`src/logic/nvm_protect_pkg.sv`:
```
// Summary of operation
// - Sixty-four guard bits, one per memory block, in two 32-bit set registers.
// - Erase or write hitting a guarded block is blocked; only a CPU request also hard-faults the CPU.
// - CPU whole-memory erase while any block is guarded is blocked and faults.
// - All guard bits are cleared to unguarded by reset.
// - Only reset clears guard bits; software writes never clear them.
// - Guard checks are suspended when a debugger is attached and override selects disable.
// - Peripheral class register: one bit per group, 0 region 0, 1 region 1, reset 0.
// - RAM below base plus region-0 length is region 0, all other RAM region 1.
package nvm_protect_pkg;
    localparam int ADDR_W = 12;
    localparam int BLOCKS = 64;
    localparam int BLK_W = 6;
    localparam logic [ADDR_W-1:0] OFF_PERIPH_CLASS = 12'h528;
    localparam logic [ADDR_W-1:0] OFF_RAM_LEN = 12'h52C;
    localparam logic [ADDR_W-1:0] OFF_PROT_LOW = 12'h600;
    localparam logic [ADDR_W-1:0] OFF_PROT_HIGH = 12'h604;
    localparam logic [ADDR_W-1:0] OFF_OVERRIDE = 12'h608;
    localparam logic [ADDR_W-1:0] OFF_IRQ_STATUS = 12'h700;
    localparam logic [ADDR_W-1:0] OFF_IRQ_ENABLE = 12'h704;
    localparam logic [ADDR_W-1:0] OFF_IRQ_CLEAR = 12'h708;
    localparam logic [31:0] PERIPH_CLASS_RESET = 32'h00000000;
    localparam logic [31:0] PERIPH_CLASS_MASK = 32'hC00FFFDF;
    localparam logic [31:0] RAM_LEN_RESET = 32'h00000000;
    localparam logic [31:0] OVERRIDE_RESET = 32'h00000001;
    localparam int OVERRIDE_BIT = 0;
    localparam logic OVERRIDE_DISABLE = 1'b0;
    localparam int IRQ_BIT_BLOCK = 0;
    localparam int IRQ_BIT_ERASE_ALL = 1;
    localparam int IRQ_W = 2;
    localparam logic [1:0] RESP_OKAY = 2'h0;
    localparam logic [1:0] RESP_SLVERR = 2'h2;
endpackage

```
`src/logic/axil_reg_slave.sv`:
```
`timescale 1ns/1ps
// AXI4-Lite slave front end: one access of each kind; a write is answered one cycle after capture, a read on its handshake edge.
module axil_reg_slave (
    input wire logic sys_clk_in,
    input wire logic rst_b_in,
    input wire logic [nvm_protect_pkg::ADDR_W-1:0] s_axi_awaddr_in,
    input wire logic s_axi_awvalid_in,
    output logic s_axi_awready_out,
    input wire logic [31:0] s_axi_wdata_in,
    input wire logic [3:0] s_axi_wstrb_in,
    input wire logic s_axi_wvalid_in,
    output logic s_axi_wready_out,
    output logic [1:0] s_axi_bresp_out,
    output logic s_axi_bvalid_out,
    input wire logic s_axi_bready_in,
    input wire logic [nvm_protect_pkg::ADDR_W-1:0] s_axi_araddr_in,
    input wire logic s_axi_arvalid_in,
    output logic s_axi_arready_out,
    output logic [31:0] s_axi_rdata_out,
    output logic [1:0] s_axi_rresp_out,
    output logic s_axi_rvalid_out,
    input wire logic s_axi_rready_in,
    output logic wr_en_out,
    output logic [nvm_protect_pkg::ADDR_W-1:0] wr_addr_out,
    output logic [31:0] wr_data_out,
    output logic [3:0] wr_strb_out,
    input wire logic wr_ok_in,
    output logic [nvm_protect_pkg::ADDR_W-1:0] rd_addr_out,
    input wire logic [31:0] rd_data_in,
    input wire logic rd_ok_in
);
    logic aw_held;
    logic w_held;
    logic [nvm_protect_pkg::ADDR_W-1:0] aw_addr;
    logic [31:0] w_data;
    logic [3:0] w_strb;

    assign s_axi_awready_out = !aw_held && !s_axi_bvalid_out;
    assign s_axi_wready_out = !w_held && !s_axi_bvalid_out;
    assign s_axi_arready_out = !s_axi_rvalid_out;
    assign wr_en_out = aw_held && w_held && !s_axi_bvalid_out;
    assign wr_addr_out = aw_addr;
    assign wr_data_out = w_data;
    assign wr_strb_out = w_strb;
    assign rd_addr_out = s_axi_araddr_in;

    always_ff @(posedge sys_clk_in or negedge rst_b_in) begin
        if (!rst_b_in) begin
            aw_held <= 1'b0;
            aw_addr <= '0;
        end else if (s_axi_awvalid_in && s_axi_awready_out) begin
            aw_held <= 1'b1;
            aw_addr <= s_axi_awaddr_in;
        end else if (wr_en_out) begin
            aw_held <= 1'b0;
        end
    end

    always_ff @(posedge sys_clk_in or negedge rst_b_in) begin
        if (!rst_b_in) begin
            w_held <= 1'b0;
            w_data <= '0;
            w_strb <= '0;
        end else if (s_axi_wvalid_in && s_axi_wready_out) begin
            w_held <= 1'b1;
            w_data <= s_axi_wdata_in;
            w_strb <= s_axi_wstrb_in;
        end else if (wr_en_out) begin
            w_held <= 1'b0;
        end
    end

    always_ff @(posedge sys_clk_in or negedge rst_b_in) begin
        if (!rst_b_in) begin
            s_axi_bvalid_out <= 1'b0;
            s_axi_bresp_out <= nvm_protect_pkg::RESP_OKAY;
        end else if (wr_en_out) begin
            s_axi_bvalid_out <= 1'b1;
            s_axi_bresp_out <= wr_ok_in ? nvm_protect_pkg::RESP_OKAY : nvm_protect_pkg::RESP_SLVERR;
        end else if (s_axi_bready_in) begin
            s_axi_bvalid_out <= 1'b0;
        end
    end

    always_ff @(posedge sys_clk_in or negedge rst_b_in) begin
        if (!rst_b_in) begin
            s_axi_rvalid_out <= 1'b0;
            s_axi_rdata_out <= '0;
            s_axi_rresp_out <= nvm_protect_pkg::RESP_OKAY;
        end else if (s_axi_arvalid_in && s_axi_arready_out) begin
            s_axi_rvalid_out <= 1'b1;
            s_axi_rdata_out <= rd_ok_in ? rd_data_in : 32'h00000000;
            s_axi_rresp_out <= rd_ok_in ? nvm_protect_pkg::RESP_OKAY : nvm_protect_pkg::RESP_SLVERR;
        end else if (s_axi_rready_in) begin
            s_axi_rvalid_out <= 1'b0;
        end
    end
endmodule // axil_reg_slave

```
`src/logic/guard_bit_bank.sv`:
```
`timescale 1ns/1ps
// Set-only guard bits; a write can only raise bits, reset is the sole way down.
module guard_bit_bank (
    input wire logic sys_clk_in,
    input wire logic rst_b_in,
    input wire logic set_low_in,
    input wire logic set_high_in,
    input wire logic [31:0] set_data_in,
    output logic [nvm_protect_pkg::BLOCKS-1:0] guard_out
);
    genvar i;
    generate
        for (i = 0; i < nvm_protect_pkg::BLOCKS; i = i + 1) begin : g_bit
            logic hit;
            if (i < 32) begin : g_lo
                assign hit = set_low_in && set_data_in[i];
            end else begin : g_hi
                assign hit = set_high_in && set_data_in[i-32];
            end
            always_ff @(posedge sys_clk_in or negedge rst_b_in) begin
                if (!rst_b_in) begin
                    guard_out[i] <= 1'b0;
                end else if (hit) begin
                    guard_out[i] <= 1'b1;
                end
            end
        end
    endgenerate
endmodule // guard_bit_bank

```
`src/logic/nvm_block_write_protect.sv`:
```
`timescale 1ns/1ps
// Guard logic for the non-volatile memory, with region classification registers.
// Access checks are combinational so the memory controller can block in the same cycle.
module nvm_block_write_protect (
    input wire logic sys_clk_in,
    input wire logic rst_b_in,
    input wire logic [nvm_protect_pkg::ADDR_W-1:0] s_axi_awaddr_in,
    input wire logic s_axi_awvalid_in,
    output logic s_axi_awready_out,
    input wire logic [31:0] s_axi_wdata_in,
    input wire logic [3:0] s_axi_wstrb_in,
    input wire logic s_axi_wvalid_in,
    output logic s_axi_wready_out,
    output logic [1:0] s_axi_bresp_out,
    output logic s_axi_bvalid_out,
    input wire logic s_axi_bready_in,
    input wire logic [nvm_protect_pkg::ADDR_W-1:0] s_axi_araddr_in,
    input wire logic s_axi_arvalid_in,
    output logic s_axi_arready_out,
    output logic [31:0] s_axi_rdata_out,
    output logic [1:0] s_axi_rresp_out,
    output logic s_axi_rvalid_out,
    input wire logic s_axi_rready_in,
    input wire logic nvm_req_in,
    input wire logic nvm_req_cpu_in,
    input wire logic nvm_req_erase_all_in,
    input wire logic [nvm_protect_pkg::BLK_W-1:0] nvm_req_block_in,
    output logic nvm_req_block_out,
    output logic hard_fault_out,
    input wire logic debug_attached_in,
    input wire logic [31:0] ram_base_address_in,
    input wire logic [31:0] ram_probe_addr_in,
    output logic ram_probe_region1_out,
    output logic [31:0] periph_class_out,
    output logic irq_out
);
    logic wr_en;
    logic [nvm_protect_pkg::ADDR_W-1:0] wr_addr;
    logic [31:0] wr_data;
    logic [3:0] wr_strb;
    logic wr_ok;
    logic [nvm_protect_pkg::ADDR_W-1:0] rd_addr;
    logic [31:0] rd_data;
    logic rd_ok;
    logic [31:0] peripheral_region_class;
    logic [31:0] ram_region0_length;
    logic [31:0] debug_protect_override;
    logic [nvm_protect_pkg::BLOCKS-1:0] block_guard_bit;
    logic [nvm_protect_pkg::IRQ_W-1:0] irq_status;
    logic [nvm_protect_pkg::IRQ_W-1:0] irq_enable;
    logic checks_on;
    logic any_guard;
    logic block_hit;
    logic erase_all_hit;
    logic [31:0] wmask;
    logic [32:0] ram_limit;

    axil_reg_slave u_bus (
        .sys_clk_in(sys_clk_in),
        .rst_b_in(rst_b_in),
        .s_axi_awaddr_in(s_axi_awaddr_in),
        .s_axi_awvalid_in(s_axi_awvalid_in),
        .s_axi_awready_out(s_axi_awready_out),
        .s_axi_wdata_in(s_axi_wdata_in),
        .s_axi_wstrb_in(s_axi_wstrb_in),
        .s_axi_wvalid_in(s_axi_wvalid_in),
        .s_axi_wready_out(s_axi_wready_out),
        .s_axi_bresp_out(s_axi_bresp_out),
        .s_axi_bvalid_out(s_axi_bvalid_out),
        .s_axi_bready_in(s_axi_bready_in),
        .s_axi_araddr_in(s_axi_araddr_in),
        .s_axi_arvalid_in(s_axi_arvalid_in),
        .s_axi_arready_out(s_axi_arready_out),
        .s_axi_rdata_out(s_axi_rdata_out),
        .s_axi_rresp_out(s_axi_rresp_out),
        .s_axi_rvalid_out(s_axi_rvalid_out),
        .s_axi_rready_in(s_axi_rready_in),
        .wr_en_out(wr_en),
        .wr_addr_out(wr_addr),
        .wr_data_out(wr_data),
        .wr_strb_out(wr_strb),
        .wr_ok_in(wr_ok),
        .rd_addr_out(rd_addr),
        .rd_data_in(rd_data),
        .rd_ok_in(rd_ok)
    );

    assign wmask = {{8{wr_strb[3]}}, {8{wr_strb[2]}}, {8{wr_strb[1]}}, {8{wr_strb[0]}}};

    // Byte strobes gate the set bits so a partial write touches only its lanes.
    guard_bit_bank u_guard (
        .sys_clk_in(sys_clk_in),
        .rst_b_in(rst_b_in),
        .set_low_in(wr_en && wr_addr == nvm_protect_pkg::OFF_PROT_LOW),
        .set_high_in(wr_en && wr_addr == nvm_protect_pkg::OFF_PROT_HIGH),
        .set_data_in(wr_data & wmask),
        .guard_out(block_guard_bit)
    );

    always_ff @(posedge sys_clk_in or negedge rst_b_in) begin
        if (!rst_b_in) begin
            peripheral_region_class <= nvm_protect_pkg::PERIPH_CLASS_RESET;
        end else if (wr_en && wr_addr == nvm_protect_pkg::OFF_PERIPH_CLASS) begin
            peripheral_region_class <= ((peripheral_region_class & ~wmask) | (wr_data & wmask))
                & nvm_protect_pkg::PERIPH_CLASS_MASK;
        end
    end

    always_ff @(posedge sys_clk_in or negedge rst_b_in) begin
        if (!rst_b_in) begin
            ram_region0_length <= nvm_protect_pkg::RAM_LEN_RESET;
        end else if (wr_en && wr_addr == nvm_protect_pkg::OFF_RAM_LEN) begin
            ram_region0_length <= (ram_region0_length & ~wmask) | (wr_data & wmask);
        end
    end

    always_ff @(posedge sys_clk_in or negedge rst_b_in) begin
        if (!rst_b_in) begin
            debug_protect_override <= nvm_protect_pkg::OVERRIDE_RESET;
        end else if (wr_en && wr_addr == nvm_protect_pkg::OFF_OVERRIDE && wr_strb[0]) begin
            debug_protect_override <= {31'h00000000, wr_data[nvm_protect_pkg::OVERRIDE_BIT]};
        end
    end

    always_ff @(posedge sys_clk_in or negedge rst_b_in) begin
        if (!rst_b_in) begin
            irq_enable <= '0;
        end else if (wr_en && wr_addr == nvm_protect_pkg::OFF_IRQ_ENABLE && wr_strb[0]) begin
            irq_enable <= wr_data[nvm_protect_pkg::IRQ_W-1:0];
        end
    end

    // A new fault event wins over a clear in the same cycle.
    always_ff @(posedge sys_clk_in or negedge rst_b_in) begin
        if (!rst_b_in) begin
            irq_status <= '0;
        end else begin
            for (int i = 0; i < nvm_protect_pkg::IRQ_W; i++) begin
                if ((i == nvm_protect_pkg::IRQ_BIT_BLOCK && block_hit) ||
                    (i == nvm_protect_pkg::IRQ_BIT_ERASE_ALL && erase_all_hit)) begin
                    irq_status[i] <= 1'b1;
                end else if (wr_en && wr_addr == nvm_protect_pkg::OFF_IRQ_CLEAR &&
                             wr_strb[0] && wr_data[i]) begin
                    irq_status[i] <= 1'b0;
                end
            end
        end
    end

    assign irq_out = |(irq_status & irq_enable);

    // Override only bites while a debugger is attached.
    assign checks_on = !(debug_attached_in &&
        debug_protect_override[nvm_protect_pkg::OVERRIDE_BIT] == nvm_protect_pkg::OVERRIDE_DISABLE);
    assign any_guard = |block_guard_bit;
    assign block_hit = nvm_req_in && !nvm_req_erase_all_in && checks_on &&
        block_guard_bit[nvm_req_block_in];
    assign erase_all_hit = nvm_req_in && nvm_req_erase_all_in && nvm_req_cpu_in &&
        checks_on && any_guard;
    assign nvm_req_block_out = block_hit || erase_all_hit;
    assign hard_fault_out = (block_hit || erase_all_hit) && nvm_req_cpu_in;

    // Alignment of base plus length is left to software; the compare is exact.
    assign ram_limit = {1'b0, ram_base_address_in} + {1'b0, ram_region0_length};
    assign ram_probe_region1_out = !({1'b0, ram_probe_addr_in} < ram_limit);
    assign periph_class_out = peripheral_region_class;

    // The status register is read-only and unmapped offsets answer with an error.
    always_comb begin
        wr_ok = 1'b1;
        unique case (wr_addr)
            nvm_protect_pkg::OFF_PROT_LOW,
            nvm_protect_pkg::OFF_PROT_HIGH: wr_ok = 1'b1;
            nvm_protect_pkg::OFF_PERIPH_CLASS,
            nvm_protect_pkg::OFF_RAM_LEN,
            nvm_protect_pkg::OFF_OVERRIDE,
            nvm_protect_pkg::OFF_IRQ_ENABLE,
            nvm_protect_pkg::OFF_IRQ_CLEAR: wr_ok = 1'b1;
            nvm_protect_pkg::OFF_IRQ_STATUS: wr_ok = 1'b0;
            default: wr_ok = 1'b0;
        endcase
    end

    always_comb begin
        rd_data = 32'h00000000;
        rd_ok = 1'b1;
        unique case (rd_addr)
            nvm_protect_pkg::OFF_PERIPH_CLASS: rd_data = peripheral_region_class;
            nvm_protect_pkg::OFF_RAM_LEN: rd_data = ram_region0_length;
            nvm_protect_pkg::OFF_PROT_LOW: rd_data = block_guard_bit[31:0];
            nvm_protect_pkg::OFF_PROT_HIGH: rd_data = block_guard_bit[63:32];
            nvm_protect_pkg::OFF_OVERRIDE: rd_data = debug_protect_override;
            nvm_protect_pkg::OFF_IRQ_STATUS: rd_data = {30'h00000000, irq_status};
            nvm_protect_pkg::OFF_IRQ_ENABLE: rd_data = {30'h00000000, irq_enable};
            nvm_protect_pkg::OFF_IRQ_CLEAR: rd_data = 32'h00000000;
            default: rd_ok = 1'b0;
        endcase
    end
endmodule // nvm_block_write_protect

```
`config.mk`:
```
export PLATFORM = sky130hd
export DESIGN_NAME = nvm_block_write_protect
export DESIGN_NICKNAME = d
export VERILOG_FILES = /design/src/logic/nvm_protect_pkg.sv /design/src/logic/axil_reg_slave.sv /design/src/logic/guard_bit_bank.sv /design/src/logic/nvm_block_write_protect.sv
export SDC_FILE = /design/constraint.sdc
export NUM_CORES = 1
export LEC_CHECK = 0
export ABC_CLOCK_PERIOD_IN_PS = 8460
export BUFFER_PORTS_ARGS = -buffer_cell sky130_fd_sc_hd__buf_2
export CAP_MARGIN = 40
export CELL_PAD_IN_SITES_DETAIL_PLACEMENT = 0
export CELL_PAD_IN_SITES_GLOBAL_PLACEMENT = 2
export CORE_MARGIN = 2
export CORE_UTILIZATION = 30
export DETAILED_ROUTE_END_ITERATION = 12
export PLACE_DENSITY = 0.78
export RECOVER_POWER = 50
export SKIP_CTS_REPAIR_TIMING = 1
export SLEW_MARGIN = 20
export SYNTH_ARGS = -nofsm -noshare
export SYNTH_HDL_FRONTEND = slang
export SYNTH_SLANG_ARGS = --single-unit
```
`constraint.sdc`:
```
create_clock -name sys_clk_in -period 8.46 [get_ports sys_clk_in]
set_input_delay 0.423 -clock sys_clk_in [delete_from_list [all_inputs] [get_ports sys_clk_in]]
set_output_delay 0.423 -clock sys_clk_in [all_outputs]
set_load 0.02 [all_outputs]
```
==> flow_summary.html, run 1 <==
<table>
<tr><th>Metric</th><th>Value</th></tr>
<tr><th colspan="2">Finish</th></tr>
<tr><td>Post-synthesis to final-layout area growth</td><td>19.7%</td></tr>
<tr><td>Commonest non-fill, non-tap cells in the layout</td><td>dfrtp_1 (207), buf_2 (177), a21o_1 (107), mux2_2 (103), nand2_1 (71)</td></tr>
<tr><td>Most common cell after layout, fill and taps aside</td><td>dfrtp_1</td></tr>
<tr><td>Core utilization of the finished layout</td><td>0.362</td></tr>
<tr><td>Final nets</td><td>1420</td></tr>
<tr><td>Fraction of final layout cells sized beyond drive strength 1</td><td>0.285</td></tr>
<tr><td>Number of filler instances in the final layout</td><td>roughly 4000</td></tr>
<tr><th colspan="2">Routing</th></tr>
<tr><td>Post-route ant nets</td><td>0</td></tr>
<tr><td>Final wirelength</td><td>36400 um</td></tr>
<tr><td>Via count</td><td>9207</td></tr>
<tr><td>DR iter-0 viols</td><td>578</td></tr>
<tr><td>Number of optimization iterations in the first detailed-route pass</td><td>8</td></tr>
<tr><td>Per-cell via count in the routed design</td><td>5.25</td></tr>
<tr><td>Residual DRC</td><td>0</td></tr>
<tr><td>Routed WL per cell</td><td>20.8 um</td></tr>
<tr><th colspan="2">Setup path</th></tr>
<tr><td>Library cell contributing the largest single delay on the critical path</td><td>or4_1</td></tr>
<tr><td>Type of element launching the critical path</td><td>flip-flop</td></tr>
<tr><td>Total buffers and inverters traversed by the critical path</td><td>1</td></tr>
<tr><td>Crit path max-delay family</td><td>compound AO/OA/AOI/OAI gates</td></tr>
<tr><td>Endpoint required time on the critical path</td><td>8.04 ns</td></tr>
<tr><td>Crit end category</td><td>output port</td></tr>
<tr><td>List of cells traversed by the critical path</td><td>ha_1 -&gt; fa_1 -&gt; a211oi_1 -&gt; o21bai_1 -&gt; o221ai_1 -&gt; a22o_1 -&gt; o221ai_2 -&gt; a221oi_1 -&gt; xor2_1 -&gt; ha_1 -&gt; and4_1 -&gt; nand4_1 -&gt; a31oi_1 -&gt; or4_1 -&gt; a31oi_1 -&gt; nor4bb_1 -&gt; buf_2</td></tr>
<tr><td>Critical path type</td><td>flip-flop to output port</td></tr>
<tr><td>Biggest fanout along the worst timing path</td><td>5</td></tr>
<tr><td>Arrival time worst endpoint</td><td>5.17 ns</td></tr>
<tr><td>Largest incremental delay on the critical path</td><td>0.50 ns</td></tr>
<tr><th colspan="2">Synthesis</th></tr>
<tr><td>EDFF count, synth</td><td>0</td></tr>
<tr><td>Share of synthesized cell area in full adder, half adder and majority cells</td><td>0.0696</td></tr>
<tr><td>Xor and xnor fraction of the mapped netlist area</td><td>0.0204</td></tr>
<tr><td>Fraction of synthesized cell area taken by the top area cell type</td><td>0.446</td></tr>
<tr><td>Synthesized netlist cell count</td><td>between 1000 and 1500</td></tr>
<tr><td>Asr flop ratio synth</td><td>1.00</td></tr>
<tr><td>Top FF cell, synth</td><td>dfrtp_1</td></tr>
<tr><td>Area share of and/or/nand/nor cells after synthesis</td><td>0.104</td></tr>
<tr><td>Number of distinct standard cells referenced by the synthesized netlist</td><td>77</td></tr>
<tr><td>Count of yosys warnings during synthesis</td><td>0</td></tr>
<tr><td>Most area-hungry cell type in the Yosys netlist</td><td>dfrtp_1</td></tr>
<tr><td>Average footprint of a synthesized cell</td><td>11.4 um^2</td></tr>
<tr><td>Sequential-to-total area share from yosys stat</td><td>0.448</td></tr>
<tr><td>Largest family of logic cells by synthesized area</td><td>compound AO/OA/AOI/OAI gates</td></tr>
<tr><td>Mux share of post-synthesis cell area</td><td>0.142</td></tr>
<tr><td>Area contributors post-synth</td><td>dfrtp_1 (45%), mux2_2 (10%), a21o_1 (6.9%)</td></tr>
<tr><td>Area fraction in compound gates after synthesis</td><td>0.182</td></tr>
<tr><td>Total standard cell area after synthesis</td><td>0.0116 mm^2</td></tr>
<tr><td>Post-synthesis sequential element count</td><td>208</td></tr>
<tr><th colspan="2">Place</th></tr>
<tr><td># port buffers</td><td>204</td></tr>
<tr><td>Routability Congestion</td><td>around 0.80</td></tr>
<tr><td>DP Wirelength</td><td>around 28000 um</td></tr>
<tr><th colspan="2">STA</th></tr>
<tr><td>Post-layout min period</td><td>~5.6 ns</td></tr>
<tr><td>Hold Slack</td><td>between 0.09 and 0.1 ns</td></tr>
<tr><td>Final Skew</td><td>roughly 0.022 ns</td></tr>
<tr><td>Total negative slack for setup checks</td><td>0 ns</td></tr>
<tr><td>Share of the cycle needed by the critical path after routing</td><td>0.661</td></tr>
<tr><td>Tightest slew margin relative to the limit</td><td>-2.19</td></tr>
<tr><td>Setup-violating endpoint count in the final report</td><td>0</td></tr>
<tr><td>Final Hold Violating Endpoints</td><td>0</td></tr>
<tr><td>Final Max Slew Viols</td><td>123</td></tr>
<tr><td>Pin slew with the least headroom to its limit</td><td>4.79 ns</td></tr>
<tr><td>Maximum operating frequency</td><td>0.179 GHz</td></tr>
<tr><td>Unrepaired setup endpoints after global routing</td><td>false</td></tr>
<tr><th colspan="2">Power</th></tr>
<tr><td>Max IR drop VDD</td><td>approximately 0.00012 V</td></tr>
<tr><td>Power consumption</td><td>around 2.8 mW</td></tr>
<tr><td>Static leakage power</td><td>7.24 nW</td></tr>
<tr><td>Power density cells</td><td>201 mW/mm^2</td></tr>
<tr><th colspan="2">GRT</th></tr>
<tr><td>Global-route wire length before repair</td><td>56400 um</td></tr>
<tr><td>All-layer global routing usage</td><td>0.179</td></tr>
<tr><td>Global route total overflow</td><td>0</td></tr>
<tr><td>Maximum number of pins on one net before global-route repair</td><td>87</td></tr>
<tr><td>Antenna violations before repair</td><td>4</td></tr>
<tr><td>Via count of the first global-routing pass</td><td>9371</td></tr>
<tr><th colspan="2">Clock tree</th></tr>
<tr><td>Number of buffers on the longest clock path</td><td>3</td></tr>
<tr><td>Clock root buffer</td><td>clkbuf_16</td></tr>
<tr><td>CTS tree</td><td>built</td></tr>
<tr><td>Clock tree sinks</td><td>208</td></tr>
<tr><td>Clock-pin slew on the worst setup and hold paths</td><td>approximately 0.06 ns</td></tr>
<tr><td>Num CTS Buffers</td><td>24</td></tr>
<tr><td>Clock network latency to the later pin of the worst-skew pair</td><td>0.52 ns</td></tr>
<tr><td>Htree depth</td><td>1</td></tr>
<tr><th colspan="2">Floorplanning</th></tr>
<tr><td>Starting Density</td><td>0.302</td></tr>
<tr><td>Floorplan core area</td><td>roughly 0.038 mm^2</td></tr>
<tr><td>Ports placed on the boundary</td><td>218</td></tr>
<tr><td>Die boundary width</td><td>201 um</td></tr>
<tr><td>Die boundary height</td><td>201 um</td></tr>
<tr><td>Die footprint</td><td>between 0.04 and 0.05 mm^2</td></tr>
<tr><td>Number of rows in the core area</td><td>just over 70</td></tr>
<tr><th colspan="2">Outcome</th></tr>
<tr><td>Result of the run</td><td>complete, but fails checks</td></tr>
<tr><td>Violated checks</td><td>capacitance limit, slew limit</td></tr>
<tr><th colspan="2">Run</th></tr>
<tr><td>Max_cap viols</td><td>2</td></tr>
<tr><th colspan="2">Worst hold path</th></tr>
<tr><td>Worst hold path type</td><td>primary input to flip-flop</td></tr>
</table>
## kinds of logic (layout without fill, tap and decap cells)
family          Yosys count  count (layout)
compound gates          297             297
simple gates            221             221
other cells               1              16
flops                   208             208
xor+xnor                 27              27
mux                     131             131
fa+ha+maj                64              64
buf+inv                  72             271
## per-layer routing
metal	vias up	wire length, um	track usage
met3	33	2060	0.0305
li1	4290	-	-
met5	-	11	0
met2	290	17100	0.300
met1	4592	16800	0.249
met4	2	422	0.0249
## per-stage QoR
step                std cells  setup slack (ns)  instance area (um^2)
finish                   1753              2.87                 13900
global route             1750              2.63                 13900
CTS                      1750              2.83                 13900
detailed placement       1707              3.29                 13100
global placement         1705              3.41                 13100
floorplan                1033              3.95                 11700
## cell usage after synthesis (all sizes together) (6+ instances only)
cell	n
nand4	11
clkbuf	19
mux4	14
buf	40
ha	63
a222oi	30
nor2	25
xor2	14
a21o	107
and2	16
nand3	17
xnor2	13
a21oi	62
nand3b	7
nand2	71
inv	13
mux2i	14
dfrtp	207
a211oi	9
mux2	103
a31oi	6
nand2b	7
nor3	14
o21ai	36
nor4	23
## worst paths after layout
| kind | slack (ns) | start | cells past startpoint | end |
|---|---|---|---|---|
| hold reg to reg | 0.48 | u_bus.s_axi_rdata_out[3] | 1 | u_bus.s_axi_rdata_out[3] |
| max in group asynchronous | 4.15 | rst_b_in | 1 | u_bus.s_axi_rdata_out[22] |
| setup / recovery | 2.87 | flip-flop | 17 | ram_probe_region1_out |
| setup reg to reg | 5.68 | u_bus.wr_addr_out[1] | 6 | u_guard.guard_out[23] |
| hold / removal | 0.09 | s_axi_rready_in | 2 | u_bus.s_axi_rvalid_out |
| min in group asynchronous | 1.65 | rst_b_in | 1 | u_bus.wr_addr_out[1] |
## power by group
part	switching [mW]	leakage (nW)	internal, mW
clock	0.409	0.406	0.651
sequential	0.177	2.78	1.13
combinational	0.212	4.05	0.217
## layout make-up
type / instances / area, um^2 / area share
tap: 518 / 648 / 0.0466
clock buffer: 33 / 716 / 0.0515
antenna: 3 / 7.51 / 0.000540
multi-input combinational: 753 / 6070 / 0.437
clock inverter: 10 / 109 / 0.00783
timing repair buffer: 215 / 1090 / 0.0784
inverter: 13 / 48.8 / 0.00351
sequential: 208 / 5210 / 0.375
(Power assumes the default switching activity.)
==> run 2: changes to the inputs <==
--- a/config.mk
+++ b/config.mk
@@ -5,15 +5,16 @@
 export SDC_FILE = /design/constraint.sdc
 export NUM_CORES = 1
 export LEC_CHECK = 0
-export ABC_CLOCK_PERIOD_IN_PS = 8460
+export ABC_AREA = 1
+export ABC_CLOCK_PERIOD_IN_PS = 5100
 export BUFFER_PORTS_ARGS = -buffer_cell sky130_fd_sc_hd__buf_2
 export CAP_MARGIN = 40
 export CELL_PAD_IN_SITES_DETAIL_PLACEMENT = 0
 export CELL_PAD_IN_SITES_GLOBAL_PLACEMENT = 2
 export CORE_MARGIN = 2
-export CORE_UTILIZATION = 30
+export CORE_UTILIZATION = 29
 export DETAILED_ROUTE_END_ITERATION = 12
-export PLACE_DENSITY = 0.78
+export PLACE_DENSITY = 0.86
 export RECOVER_POWER = 50
 export SKIP_CTS_REPAIR_TIMING = 1
 export SLEW_MARGIN = 20
==> constraint.sdc (replaced) <==
create_clock -name sys_clk_in -period 5.1 [get_ports sys_clk_in]
set_input_delay 0.255 -clock sys_clk_in [delete_from_list [all_inputs] [get_ports sys_clk_in]]
set_output_delay 0.255 -clock sys_clk_in [all_outputs]
set_load 0.02 [all_outputs]
==> run 2 against run 1 <==
The flow finishes with violations (hold timing, capacitance limit, slew limit). Wire length is 14% higher. Area after synthesis is 4.5% higher. Count of clock-buffer cells in the layout is 2 lower. Clock power is 62% higher. Register-to-register slack worse by 3.6 ns. Via count is 22% higher. Sequential share of layout area is 1.6 points lower. Largest cell class unchanged.
==> flow_summary.html, run 2 <==
<table>
<tr><th>Metric</th><th>Value</th></tr>
<tr><th colspan="2">Finish</th></tr>
<tr><td>Number of filler instances in the final layout</td><td>4430 (+11%)</td></tr>
<tr><td>Commonest non-fill, non-tap cells in the layout</td><td>nand2_1 (427), dfrtp_1 (207), buf_2 (145), inv_1 (139), nand3_1 (133)</td></tr>
<tr><td>Post-synthesis to final-layout area growth</td><td>19.8% (about the same)</td></tr>
<tr><td>Final nets</td><td>1975 (+39%)</td></tr>
<tr><td>Most common cell after layout, fill and taps aside</td><td>nand2_1</td></tr>
<tr><td>Core utilization of the finished layout</td><td>0.354 (-0.00781)</td></tr>
<tr><td>Total non-filler cell area in the finished layout</td><td>0.0145 mm^2 (+4.6%)</td></tr>
<tr><td>Area of the multi-input gates</td><td>0.00609 mm^2 (+0.37%)</td></tr>
<tr><td>Fraction of final layout cells sized beyond drive strength 1</td><td>0.138 (-0.147)</td></tr>
<tr><td>Sequential cell area</td><td>0.00521 mm^2 (unchanged)</td></tr>
<tr><th colspan="2">Floorplanning</th></tr>
<tr><td>Die footprint</td><td>0.0435 mm^2 (+7.9%)</td></tr>
<tr><td>Die boundary width</td><td>209 um (+3.9%)</td></tr>
<tr><td>Die boundary height</td><td>209 um (+3.9%)</td></tr>
<tr><td>Ports placed on the boundary</td><td>218 (unchanged)</td></tr>
<tr><td>Starting Density</td><td>0.296 (-0.00675)</td></tr>
<tr><td>Number of rows in the core area</td><td>74 (+2.8%)</td></tr>
<tr><td>Floorplan core area</td><td>0.0410 mm^2 (+6.9%)</td></tr>
<tr><th colspan="2">Setup path</th></tr>
<tr><td>Critical path type</td><td>flip-flop to output port</td></tr>
<tr><td>Crit end category</td><td>output port</td></tr>
<tr><td>Largest incremental delay on the critical path</td><td>0.42 ns (-0.08 ns)</td></tr>
<tr><td>Endpoint required time on the critical path</td><td>4.85 ns (-3.19 ns)</td></tr>
<tr><td>Library cell contributing the largest single delay on the critical path</td><td>fa_1</td></tr>
<tr><td>Reg-to-reg startpoint</td><td>u_bus.s_axi_rvalid_out</td></tr>
<tr><td>Crit-path most repeated cell</td><td>nand2_1</td></tr>
<tr><td>List of cells traversed by the critical path</td><td>ha_1 -&gt; fa_1 -&gt; nand3_1 -&gt; nand2_1 -&gt; a21oi_1 -&gt; o21ai_0 -&gt; nand2_1 -&gt; nand2_1 -&gt; xnor2_1 -&gt; ha_1 -&gt; nand4_1 -&gt; nor2_1 -&gt; nand4_1 -&gt; nand4_1 -&gt; nand2_1 -&gt; nand2_1 -&gt; nand3_1 -&gt; nand2_1 -&gt; buf_2</td></tr>
<tr><td>Type of element launching the critical path</td><td>flip-flop</td></tr>
<tr><td>Arrival time worst endpoint</td><td>3.95 ns (-1.22 ns)</td></tr>
<tr><td>Biggest fanout along the worst timing path</td><td>4 (-1)</td></tr>
<tr><th colspan="2">Clock tree</th></tr>
<tr><td>CTS tree</td><td>built</td></tr>
<tr><td>Clock-pin slew on the worst setup and hold paths</td><td>0.06 ns (about the same)</td></tr>
<tr><td>Htree depth</td><td>1 (unchanged)</td></tr>
<tr><td>Clock tree sinks</td><td>208 (unchanged)</td></tr>
<tr><td>Num CTS Buffers</td><td>24 (unchanged)</td></tr>
<tr><td>Clock root buffer</td><td>clkbuf_16</td></tr>
<tr><td>Clock network latency to the later pin of the worst-skew pair</td><td>0.52 ns (about the same)</td></tr>
<tr><td>Number of buffers on the longest clock path</td><td>3 (unchanged)</td></tr>
<tr><th colspan="2">Power</th></tr>
<tr><td>Combinational Power Share</td><td>0.201 (+0.048)</td></tr>
<tr><td>Switching Power</td><td>1.60 mW (+100%)</td></tr>
<tr><td>Static leakage power</td><td>7.29 nW (+0.70%)</td></tr>
<tr><td>Power density cells</td><td>330 mW/mm^2 (+64%)</td></tr>
<tr><td>Sw Ratio</td><td>0.334 (+0.0487)</td></tr>
<tr><td>Internal power of the cells</td><td>3.19 mW (+60%)</td></tr>
<tr><td>Max IR drop VDD</td><td>0.000284 V (+140%)</td></tr>
<tr><td>Seq pwr share</td><td>0.439 (-0.028)</td></tr>
<tr><td>Clock power frac</td><td>0.359 (-0.020)</td></tr>
<tr><th colspan="2">Place</th></tr>
<tr><td>Post-Place Cell Area</td><td>0.0137 mm^2 (+4.2%)</td></tr>
<tr><td># port buffers</td><td>204 (unchanged)</td></tr>
<tr><td>Worst slack at placement</td><td>1.43 ns (-1.87 ns)</td></tr>
<tr><td>Routability Congestion</td><td>0.859 (+6.9%)</td></tr>
<tr><td>DP Wirelength</td><td>32000 um (+15%)</td></tr>
<tr><th colspan="2">Synthesis</th></tr>
<tr><td>Total standard cell area after synthesis</td><td>0.0121 mm^2 (+4.5%)</td></tr>
<tr><td>Number of distinct standard cells referenced by the synthesized netlist</td><td>43 (-44%)</td></tr>
<tr><td>Fraction of synthesized cell area taken by the top area cell type</td><td>0.427 (-0.0192)</td></tr>
<tr><td>EDFF count, synth</td><td>0 (unchanged)</td></tr>
<tr><td>Area contributors post-synth</td><td>dfrtp_1 (43%), nand2_1 (13%), ha_1 (6.5%)</td></tr>
<tr><td>Asr flop ratio synth</td><td>1.00 (unchanged)</td></tr>
<tr><td>Post-synthesis sequential element count</td><td>208 (unchanged)</td></tr>
<tr><td>Most area-hungry cell type in the Yosys netlist</td><td>dfrtp_1</td></tr>
<tr><td>Top FF cell, synth</td><td>dfrtp_1</td></tr>
<tr><td>Post-synth top cells</td><td>nand2_1 (429), dfrtp_1 (207), inv_1 (138), nand3_1 (133), a21oi_1 (131)</td></tr>
<tr><td>Sequential-to-total area share from yosys stat</td><td>0.429 (-0.0193)</td></tr>
<tr><td>Average footprint of a synthesized cell</td><td>7.72 um^2 (-32%)</td></tr>
<tr><td>Cell with the most instances after synthesis</td><td>nand2_1</td></tr>
<tr><td>Count of yosys warnings during synthesis</td><td>0 (unchanged)</td></tr>
<tr><td>Synthesized netlist cell count</td><td>1572 (+54%)</td></tr>
<tr><th colspan="2">Outcome</th></tr>
<tr><td>Result of the run</td><td>complete, but fails checks</td></tr>
<tr><td>Violated checks</td><td>hold timing, capacitance limit, slew limit</td></tr>
<tr><th colspan="2">STA</th></tr>
<tr><td>Share of the cycle needed by the critical path after routing</td><td>0.824</td></tr>
<tr><td>Final Hold Violating Endpoints</td><td>10 (+10)</td></tr>
<tr><td>Total negative slack for setup checks</td><td>0 ns (unchanged)</td></tr>
<tr><td>Pin slew with the least headroom to its limit</td><td>2.69 ns (-2.10 ns)</td></tr>
<tr><td>Post-layout min period</td><td>4.20 ns</td></tr>
<tr><td>Final Skew</td><td>0.0124 ns (-0.00923 ns)</td></tr>
<tr><td>Setup-violating endpoint count in the final report</td><td>0 (unchanged)</td></tr>
<tr><td>Hold Slack</td><td>-0.0160 ns (-0.107 ns)</td></tr>
<tr><td>Final worst setup slack</td><td>0.897 ns (-1.97 ns)</td></tr>
<tr><td>Final Max Slew Viols</td><td>225 (+83%)</td></tr>
<tr><td>Tightest slew margin relative to the limit</td><td>-0.790 (+1.40)</td></tr>
<tr><td>Maximum operating frequency</td><td>0.238 GHz</td></tr>
<tr><td>Unrepaired setup endpoints after global routing</td><td>false</td></tr>
<tr><th colspan="2">Run</th></tr>
<tr><td>Max_cap viols</td><td>4 (+2)</td></tr>
<tr><th colspan="2">GRT</th></tr>
<tr><td>Global-route wire length before repair</td><td>64000 um (+13%)</td></tr>
<tr><td>Via count of the first global-routing pass</td><td>11100 (+18%)</td></tr>
<tr><td>Maximum number of pins on one net before global-route repair</td><td>108 (+24%)</td></tr>
<tr><td>Antenna violations before repair</td><td>1 (-3)</td></tr>
<tr><td>Global route total overflow</td><td>0 (unchanged)</td></tr>
<tr><td>All-layer global routing usage</td><td>0.187 (+0.00810)</td></tr>
<tr><th colspan="2">Routing</th></tr>
<tr><td>Final wirelength</td><td>41500 um (+14%)</td></tr>
<tr><td>Post-route ant nets</td><td>0 (unchanged)</td></tr>
<tr><td>Residual DRC</td><td>0 (unchanged)</td></tr>
<tr><td>Via count</td><td>11300 (+22%)</td></tr>
<tr><td>Per-cell via count in the routed design</td><td>4.85 (-7.6%)</td></tr>
<tr><td>DR iter-0 viols</td><td>699 (+21%)</td></tr>
<tr><td>Top layer in use</td><td>met4</td></tr>
<tr><td>Detailed route wirelength on metal3</td><td>1400 um (-32%)</td></tr>
<tr><td>Number of optimization iterations in the first detailed-route pass</td><td>5 (-3)</td></tr>
<tr><td>Routed length on met2</td><td>20000 um (+16%)</td></tr>
<tr><td>Routed WL per cell</td><td>17.9 um (-14%)</td></tr>
<tr><td>Sum of routed wire segments on met1</td><td>19400 um (+16%)</td></tr>
<tr><th colspan="2">Worst hold path</th></tr>
<tr><td>Worst hold start</td><td>s_axi_awaddr_in[10]</td></tr>
<tr><td>Worst hold path type</td><td>primary input to flip-flop</td></tr>
</table>
==> run 2: worst max-delay path: cells and delay by family (launching register included) <==
family / cells / cell delay (ns)
xor gates and xnor gates: 1 / 0.16
and+or+nand+nor: 12 / 1.27
buffers and inverters: 1 / 0.16
AOI/OAI and AO/OA: 2 / 0.47
DFF: 1 / 0.40
adders and majority gates: 3 / 0.96
==> run 2: path summary, 6_finish.rpt <==
| check | to | slack (ns) | cells after the start |
|---|---|---|---|
| hold / removal | u_bus.wr_addr_out[10] | -0.02 | 3 |
| setup reg to reg | u_bus.s_axi_rresp_out[1] | 2.08 | 6 |
| hold reg to reg | u_bus.s_axi_rdata_out[0] | 0.48 | 2 |
| max in group asynchronous | u_bus.s_axi_rdata_out[17] | 1.84 | 4 |
| setup / recovery | ram_probe_region1_out | 0.90 | 19 |
| min in group asynchronous | u_bus.wr_addr_out[4] | 0.37 | 2 |
==> run 2: area by class of cell <==
class	count	share of cell area
sequential	208	0.358
multi-input combinational	1164	0.419
clock inverter	12	0.00646
antenna	1	0.000172
clock buffer	31	0.0480
tap	532	0.0458
inverter	142	0.0367
timing repair buffer	230	0.0852
==> run 2: logic make-up (layout without fill, tap and decap cells) <==
family / after synthesis / in the layout / share of synthesized area
adders and majority gates: 64 / 64 / 0.0666
other: 1 / 14 / 0.000309
buffers and inverters: 212 / 415 / 0.0727
AOI/OAI and AO/OA: 309 / 309 / 0.141
xor gates and xnor gates: 26 / 26 / 0.0188
DFF: 208 / 208 / 0.429
and+or+nand+nor: 743 / 743 / 0.263
muxes: 9 / 9 / 0.00825
==> run 2: per-stage QoR <==
stage	std cells	total power [mW]
floorplan	1584	2.73
global placement	2256	3.09
detailed placement	2259	3.12
CTS	2302	4.86
global route	2320	5.07
finish	2320	4.79
==> run 2: routing by layer <==
metal  vias to the layer above  GRT usage
met5                         -          0
met4                         0     0.0345
met3                        40     0.0214
met2                       217      0.322
met1                      5364      0.255
li1                       5635          -
==> run 2: power by group through the flow <==
stage,sequential [mW],clock [mW],combinational [mW]
2_1_floorplan,2.02,0,0.711
3_3_place_gp,2.13,0,0.964
3_5_place_dp,2.13,0,0.984
4_1_cts,2.11,1.77,0.988
5_1_grt,2.14,1.82,1.11
6_report,2.11,1.72,0.966
==> run 3: changes to the inputs <==
--- a/config.mk
+++ b/config.mk
@@ -6,15 +6,15 @@
 export NUM_CORES = 1
 export LEC_CHECK = 0
 export ABC_AREA = 1
-export ABC_CLOCK_PERIOD_IN_PS = 5100
+export ABC_CLOCK_PERIOD_IN_PS = 4250
 export BUFFER_PORTS_ARGS = -buffer_cell sky130_fd_sc_hd__buf_2
 export CAP_MARGIN = 40
 export CELL_PAD_IN_SITES_DETAIL_PLACEMENT = 0
 export CELL_PAD_IN_SITES_GLOBAL_PLACEMENT = 2
 export CORE_MARGIN = 2
-export CORE_UTILIZATION = 29
+export CORE_UTILIZATION = 30
 export DETAILED_ROUTE_END_ITERATION = 12
-export PLACE_DENSITY = 0.86
+export PLACE_DENSITY = 0.85
 export RECOVER_POWER = 50
 export SKIP_CTS_REPAIR_TIMING = 1
 export SLEW_MARGIN = 20
==> constraint.sdc (replaced) <==
create_clock -name sys_clk_in -period 4.25 [get_ports sys_clk_in]
set_input_delay 0.2125 -clock sys_clk_in [delete_from_list [all_inputs] [get_ports sys_clk_in]]
set_output_delay 0.2125 -clock sys_clk_in [all_outputs]
set_load 0.02 [all_outputs]
==> run 3 against run 2 <==
The run still ends with hold timing, capacitance limit, slew limit left. Hold slack got worse by 0.034 ns. Critical path depth decreased by 1. Register-to-register slack got worse by 0.45 ns. Cell count rose by 0.82%. First-iteration DRC count down 3.4%. Global-route usage increased by 1.0 points. Clock skew up 0.0028 ns.
==> flow_summary.html, run 3 (same netlist as run 2, synthesis figures left out) <==
<table>
<tr><th>Metric</th><th>Value</th></tr>
<tr><th colspan="2">Routing</th></tr>
<tr><td>Final wirelength</td><td>42100 um (+1.4%)</td></tr>
<tr><td>Via count</td><td>11500 (+1.8%)</td></tr>
<tr><td>Number of optimization iterations in the first detailed-route pass</td><td>5 (unchanged)</td></tr>
<tr><td>Per-cell via count in the routed design</td><td>4.90 (+1.0%)</td></tr>
<tr><td>Routed WL per cell</td><td>18.0 um (+0.56%)</td></tr>
<tr><td>DR iter-0 viols</td><td>675 (-3.4%)</td></tr>
<tr><td>Residual DRC</td><td>0 (unchanged)</td></tr>
<tr><td>Post-route ant nets</td><td>0 (unchanged)</td></tr>
<tr><th colspan="2">STA</th></tr>
<tr><td>Total negative slack for setup checks</td><td>0 ns (unchanged)</td></tr>
<tr><td>Final Hold Violating Endpoints</td><td>7 (-3)</td></tr>
<tr><td>Hold Slack</td><td>-0.0502 ns (-0.0342 ns)</td></tr>
<tr><td>Unrepaired setup endpoints after global routing</td><td>false</td></tr>
<tr><td>Final Skew</td><td>0.0152 ns (+0.00276 ns)</td></tr>
<tr><td>Maximum operating frequency</td><td>0.250 GHz</td></tr>
<tr><td>Post-layout min period</td><td>3.99 ns</td></tr>
<tr><td>Setup-violating endpoint count in the final report</td><td>0 (unchanged)</td></tr>
<tr><td>Final worst setup slack</td><td>0.255 ns (-0.642 ns)</td></tr>
<tr><td>Pin slew with the least headroom to its limit</td><td>2.21 ns (-0.471 ns)</td></tr>
<tr><td>Tightest slew margin relative to the limit</td><td>-0.476 (+0.314)</td></tr>
<tr><td>Final Max Slew Viols</td><td>207 (-8.0%)</td></tr>
<tr><td>Share of the cycle needed by the critical path after routing</td><td>0.940</td></tr>
<tr><th colspan="2">Finish</th></tr>
<tr><td>Most common cell after layout, fill and taps aside</td><td>nand2_1</td></tr>
<tr><td>Core utilization of the finished layout</td><td>0.373 (+0.0188)</td></tr>
<tr><td>Final standard cell count with taps included and fillers excluded</td><td>2339 (+0.82%)</td></tr>
<tr><td>Fraction of final layout cells sized beyond drive strength 1</td><td>0.156 (+0.0178)</td></tr>
<tr><td>Post-synthesis to final-layout area growth</td><td>22.5%</td></tr>
<tr><td>Number of filler instances in the final layout</td><td>4314 (-2.6%)</td></tr>
<tr><td>Commonest non-fill, non-tap cells in the layout</td><td>nand2_1 (425), dfrtp_1 (207), buf_2 (172), inv_1 (138), nand3_1 (132)</td></tr>
<tr><td>Final nets</td><td>2004 (+1.5%)</td></tr>
<tr><td>Antenna diode count</td><td>0 (-1)</td></tr>
<tr><th colspan="2">GRT</th></tr>
<tr><td>Global-route wire length before repair</td><td>64000 um (about the same)</td></tr>
<tr><td>Global route total overflow</td><td>0 (unchanged)</td></tr>
<tr><td>All-layer global routing usage</td><td>0.197 (+0.0101)</td></tr>
<tr><td>Maximum number of pins on one net before global-route repair</td><td>94 (-13%)</td></tr>
<tr><td>Antenna violations before repair</td><td>1 (unchanged)</td></tr>
<tr><td>Via count of the first global-routing pass</td><td>11000 (-0.43%)</td></tr>
<tr><th colspan="2">Clock tree</th></tr>
<tr><td>Clock tree sinks</td><td>208 (unchanged)</td></tr>
<tr><td>Clock-pin slew on the worst setup and hold paths</td><td>0.06 ns (about the same)</td></tr>
<tr><td>Htree depth</td><td>1 (unchanged)</td></tr>
<tr><td>Number of buffers on the longest clock path</td><td>3 (unchanged)</td></tr>
<tr><td>Clock root buffer</td><td>clkbuf_16</td></tr>
<tr><td>CTS tree</td><td>built</td></tr>
<tr><td>Clock network latency to the later pin of the worst-skew pair</td><td>0.52 ns (about the same)</td></tr>
<tr><td>Num CTS Buffers</td><td>24 (unchanged)</td></tr>
<tr><th colspan="2">Setup path</th></tr>
<tr><td>Type of element launching the critical path</td><td>flip-flop</td></tr>
<tr><td>Arrival time worst endpoint</td><td>3.78 ns (-0.17 ns)</td></tr>
<tr><td>Critical path type</td><td>flip-flop to output port</td></tr>
<tr><td>Biggest fanout along the worst timing path</td><td>4 (unchanged)</td></tr>
<tr><td>Endpoint required time on the critical path</td><td>4.04 ns (-0.81 ns)</td></tr>
<tr><td>Crit end category</td><td>output port</td></tr>
<tr><th colspan="2">Floorplanning</th></tr>
<tr><td>Floorplan core area</td><td>0.0398 mm^2 (-2.9%)</td></tr>
<tr><td>Die boundary height</td><td>205 um (-1.6%)</td></tr>
<tr><td>Die footprint</td><td>0.0421 mm^2 (-3.3%)</td></tr>
<tr><td>Die boundary width</td><td>205 um (-1.6%)</td></tr>
<tr><td>Starting Density</td><td>0.305 (+0.00886)</td></tr>
<tr><td>Ports placed on the boundary</td><td>218 (unchanged)</td></tr>
<tr><td>Number of rows in the core area</td><td>73 (-1.4%)</td></tr>
<tr><th colspan="2">Power</th></tr>
<tr><td>Seq pwr share</td><td>0.442 (+0.003)</td></tr>
<tr><td>Max IR drop VDD</td><td>0.000349 V (+23%)</td></tr>
<tr><td>Static leakage power</td><td>7.53 nW (+3.3%)</td></tr>
<tr><td>Switching Power</td><td>1.92 mW (+20%)</td></tr>
<tr><td>Sw Ratio</td><td>0.335 (+0.00112)</td></tr>
<tr><td>Combinational Power Share</td><td>0.210 (+0.009)</td></tr>
<tr><td>Power density cells</td><td>386 mW/mm^2 (+17%)</td></tr>
<tr><td>Clock power frac</td><td>0.348 (-0.011)</td></tr>
<tr><td>Internal power of the cells</td><td>3.81 mW (+19%)</td></tr>
<tr><th colspan="2">Place</th></tr>
<tr><td>Worst slack at placement</td><td>0.596 ns (-0.832 ns)</td></tr>
<tr><td>DP Wirelength</td><td>32400 um (+1.4%)</td></tr>
<tr><td># port buffers</td><td>204 (unchanged)</td></tr>
<tr><td>Routability Congestion</td><td>0.943 (+9.8%)</td></tr>
<tr><td>Placed cell count</td><td>2254 (-0.22%)</td></tr>
<tr><th colspan="2">Outcome</th></tr>
<tr><td>Violated checks</td><td>hold timing, capacitance limit, slew limit</td></tr>
<tr><td>Result of the run</td><td>complete, but fails checks</td></tr>
<tr><th colspan="2">Worst hold path</th></tr>
<tr><td>Worst hold path type</td><td>primary input to flip-flop</td></tr>
<tr><th colspan="2">Run</th></tr>
<tr><td>Max_cap viols</td><td>3 (-1)</td></tr>
</table>
run 3: worst max-delay path, stage by stage, from the launching register on:
cell      delay, ns
dfrtp_1        0.42
ha_1           0.37
nand2_1        0.11
o21ai_0        0.29
a21oi_1        0.15
o21ai_0        0.48
nand3_1        0.22
nand3_1        0.12
nand2_1        0.05
nand2_1        0.08
ha_1           0.14
a21oi_1        0.05
nand3b_1       0.14
a21boi_0       0.16
nor2_1         0.05
o21ai_0        0.14
nand2_1        0.07
nand2_1        0.06
buf_2          0.16
run 3: layer usage:
| layer | GRT usage | wire, um | vias to the layer above | share of wire |
|---|---|---|---|---|
| met5 | 0 | 13 | - | 0.00031 |
| met2 | 0.327 | 19700 | 274 | 0.47 |
| met3 | 0.0286 | 1920 | 65 | 0.046 |
| met1 | 0.263 | 18800 | 5450 | 0.45 |
| met4 | 0.0681 | 1610 | 2 | 0.038 |
| li1 | - | - | 5673 | - |
run 3: final cells by class:
class	instances	area (um^2)	share of cell area
clock buffer	35	723	0.0487
clock inverter	6	30.0	0.00202
inverter	142	533	0.0359
multi-input combinational	1164	6130	0.413
sequential	208	5210	0.350
tap	525	657	0.0442
timing repair buffer	259	1580	0.106
run 3: worst paths after layout:
check / cells past startpoint / start / slack, ns / endpoint
worst max register to register: 6 / u_bus.s_axi_bvalid_out / 1.63 / flip-flop
worst min register to register: 2 / u_bus.s_axi_rdata_out[4] / 0.48 / u_bus.s_axi_rdata_out[4]
max in group asynchronous: 3 / rst_b_in / 1.57 / u_guard.guard_out[51]
min in group asynchronous: 2 / rst_b_in / 0.15 / u_bus.wr_addr_out[10]
worst max-delay path: 18 / flip-flop / 0.26 / ram_probe_region1_out
worst min-delay path: 3 / s_axi_wdata_in[11] / -0.05 / u_bus.wr_data_out[11]
run 3: power by group through the flow:
stage / combinational (mW) / clock (mW) / sequential [mW]
after floorplan: 0.853 / 0 / 2.42
after global placement: 1.16 / 0 / 2.55
after detailed placement: 1.18 / 0 / 2.57
after global routing: 1.37 / 2.13 / 2.57
after CTS: 1.19 / 2.04 / 2.53
final: 1.21 / 1.99 / 2.53
run 3: metrics by stage:
stage / cell area, um^2 / hold slack [ns] / power, mW
floorplan: 12200 / -0.0831 / 3.27
global placement: 13600 / 0.331 / 3.72
detailed placement: 13700 / 0.343 / 3.75
CTS: 14500 / -0.212 / 5.77
global route: 14900 / 0.00309 / 6.07
finish: 14900 / -0.0502 / 5.73
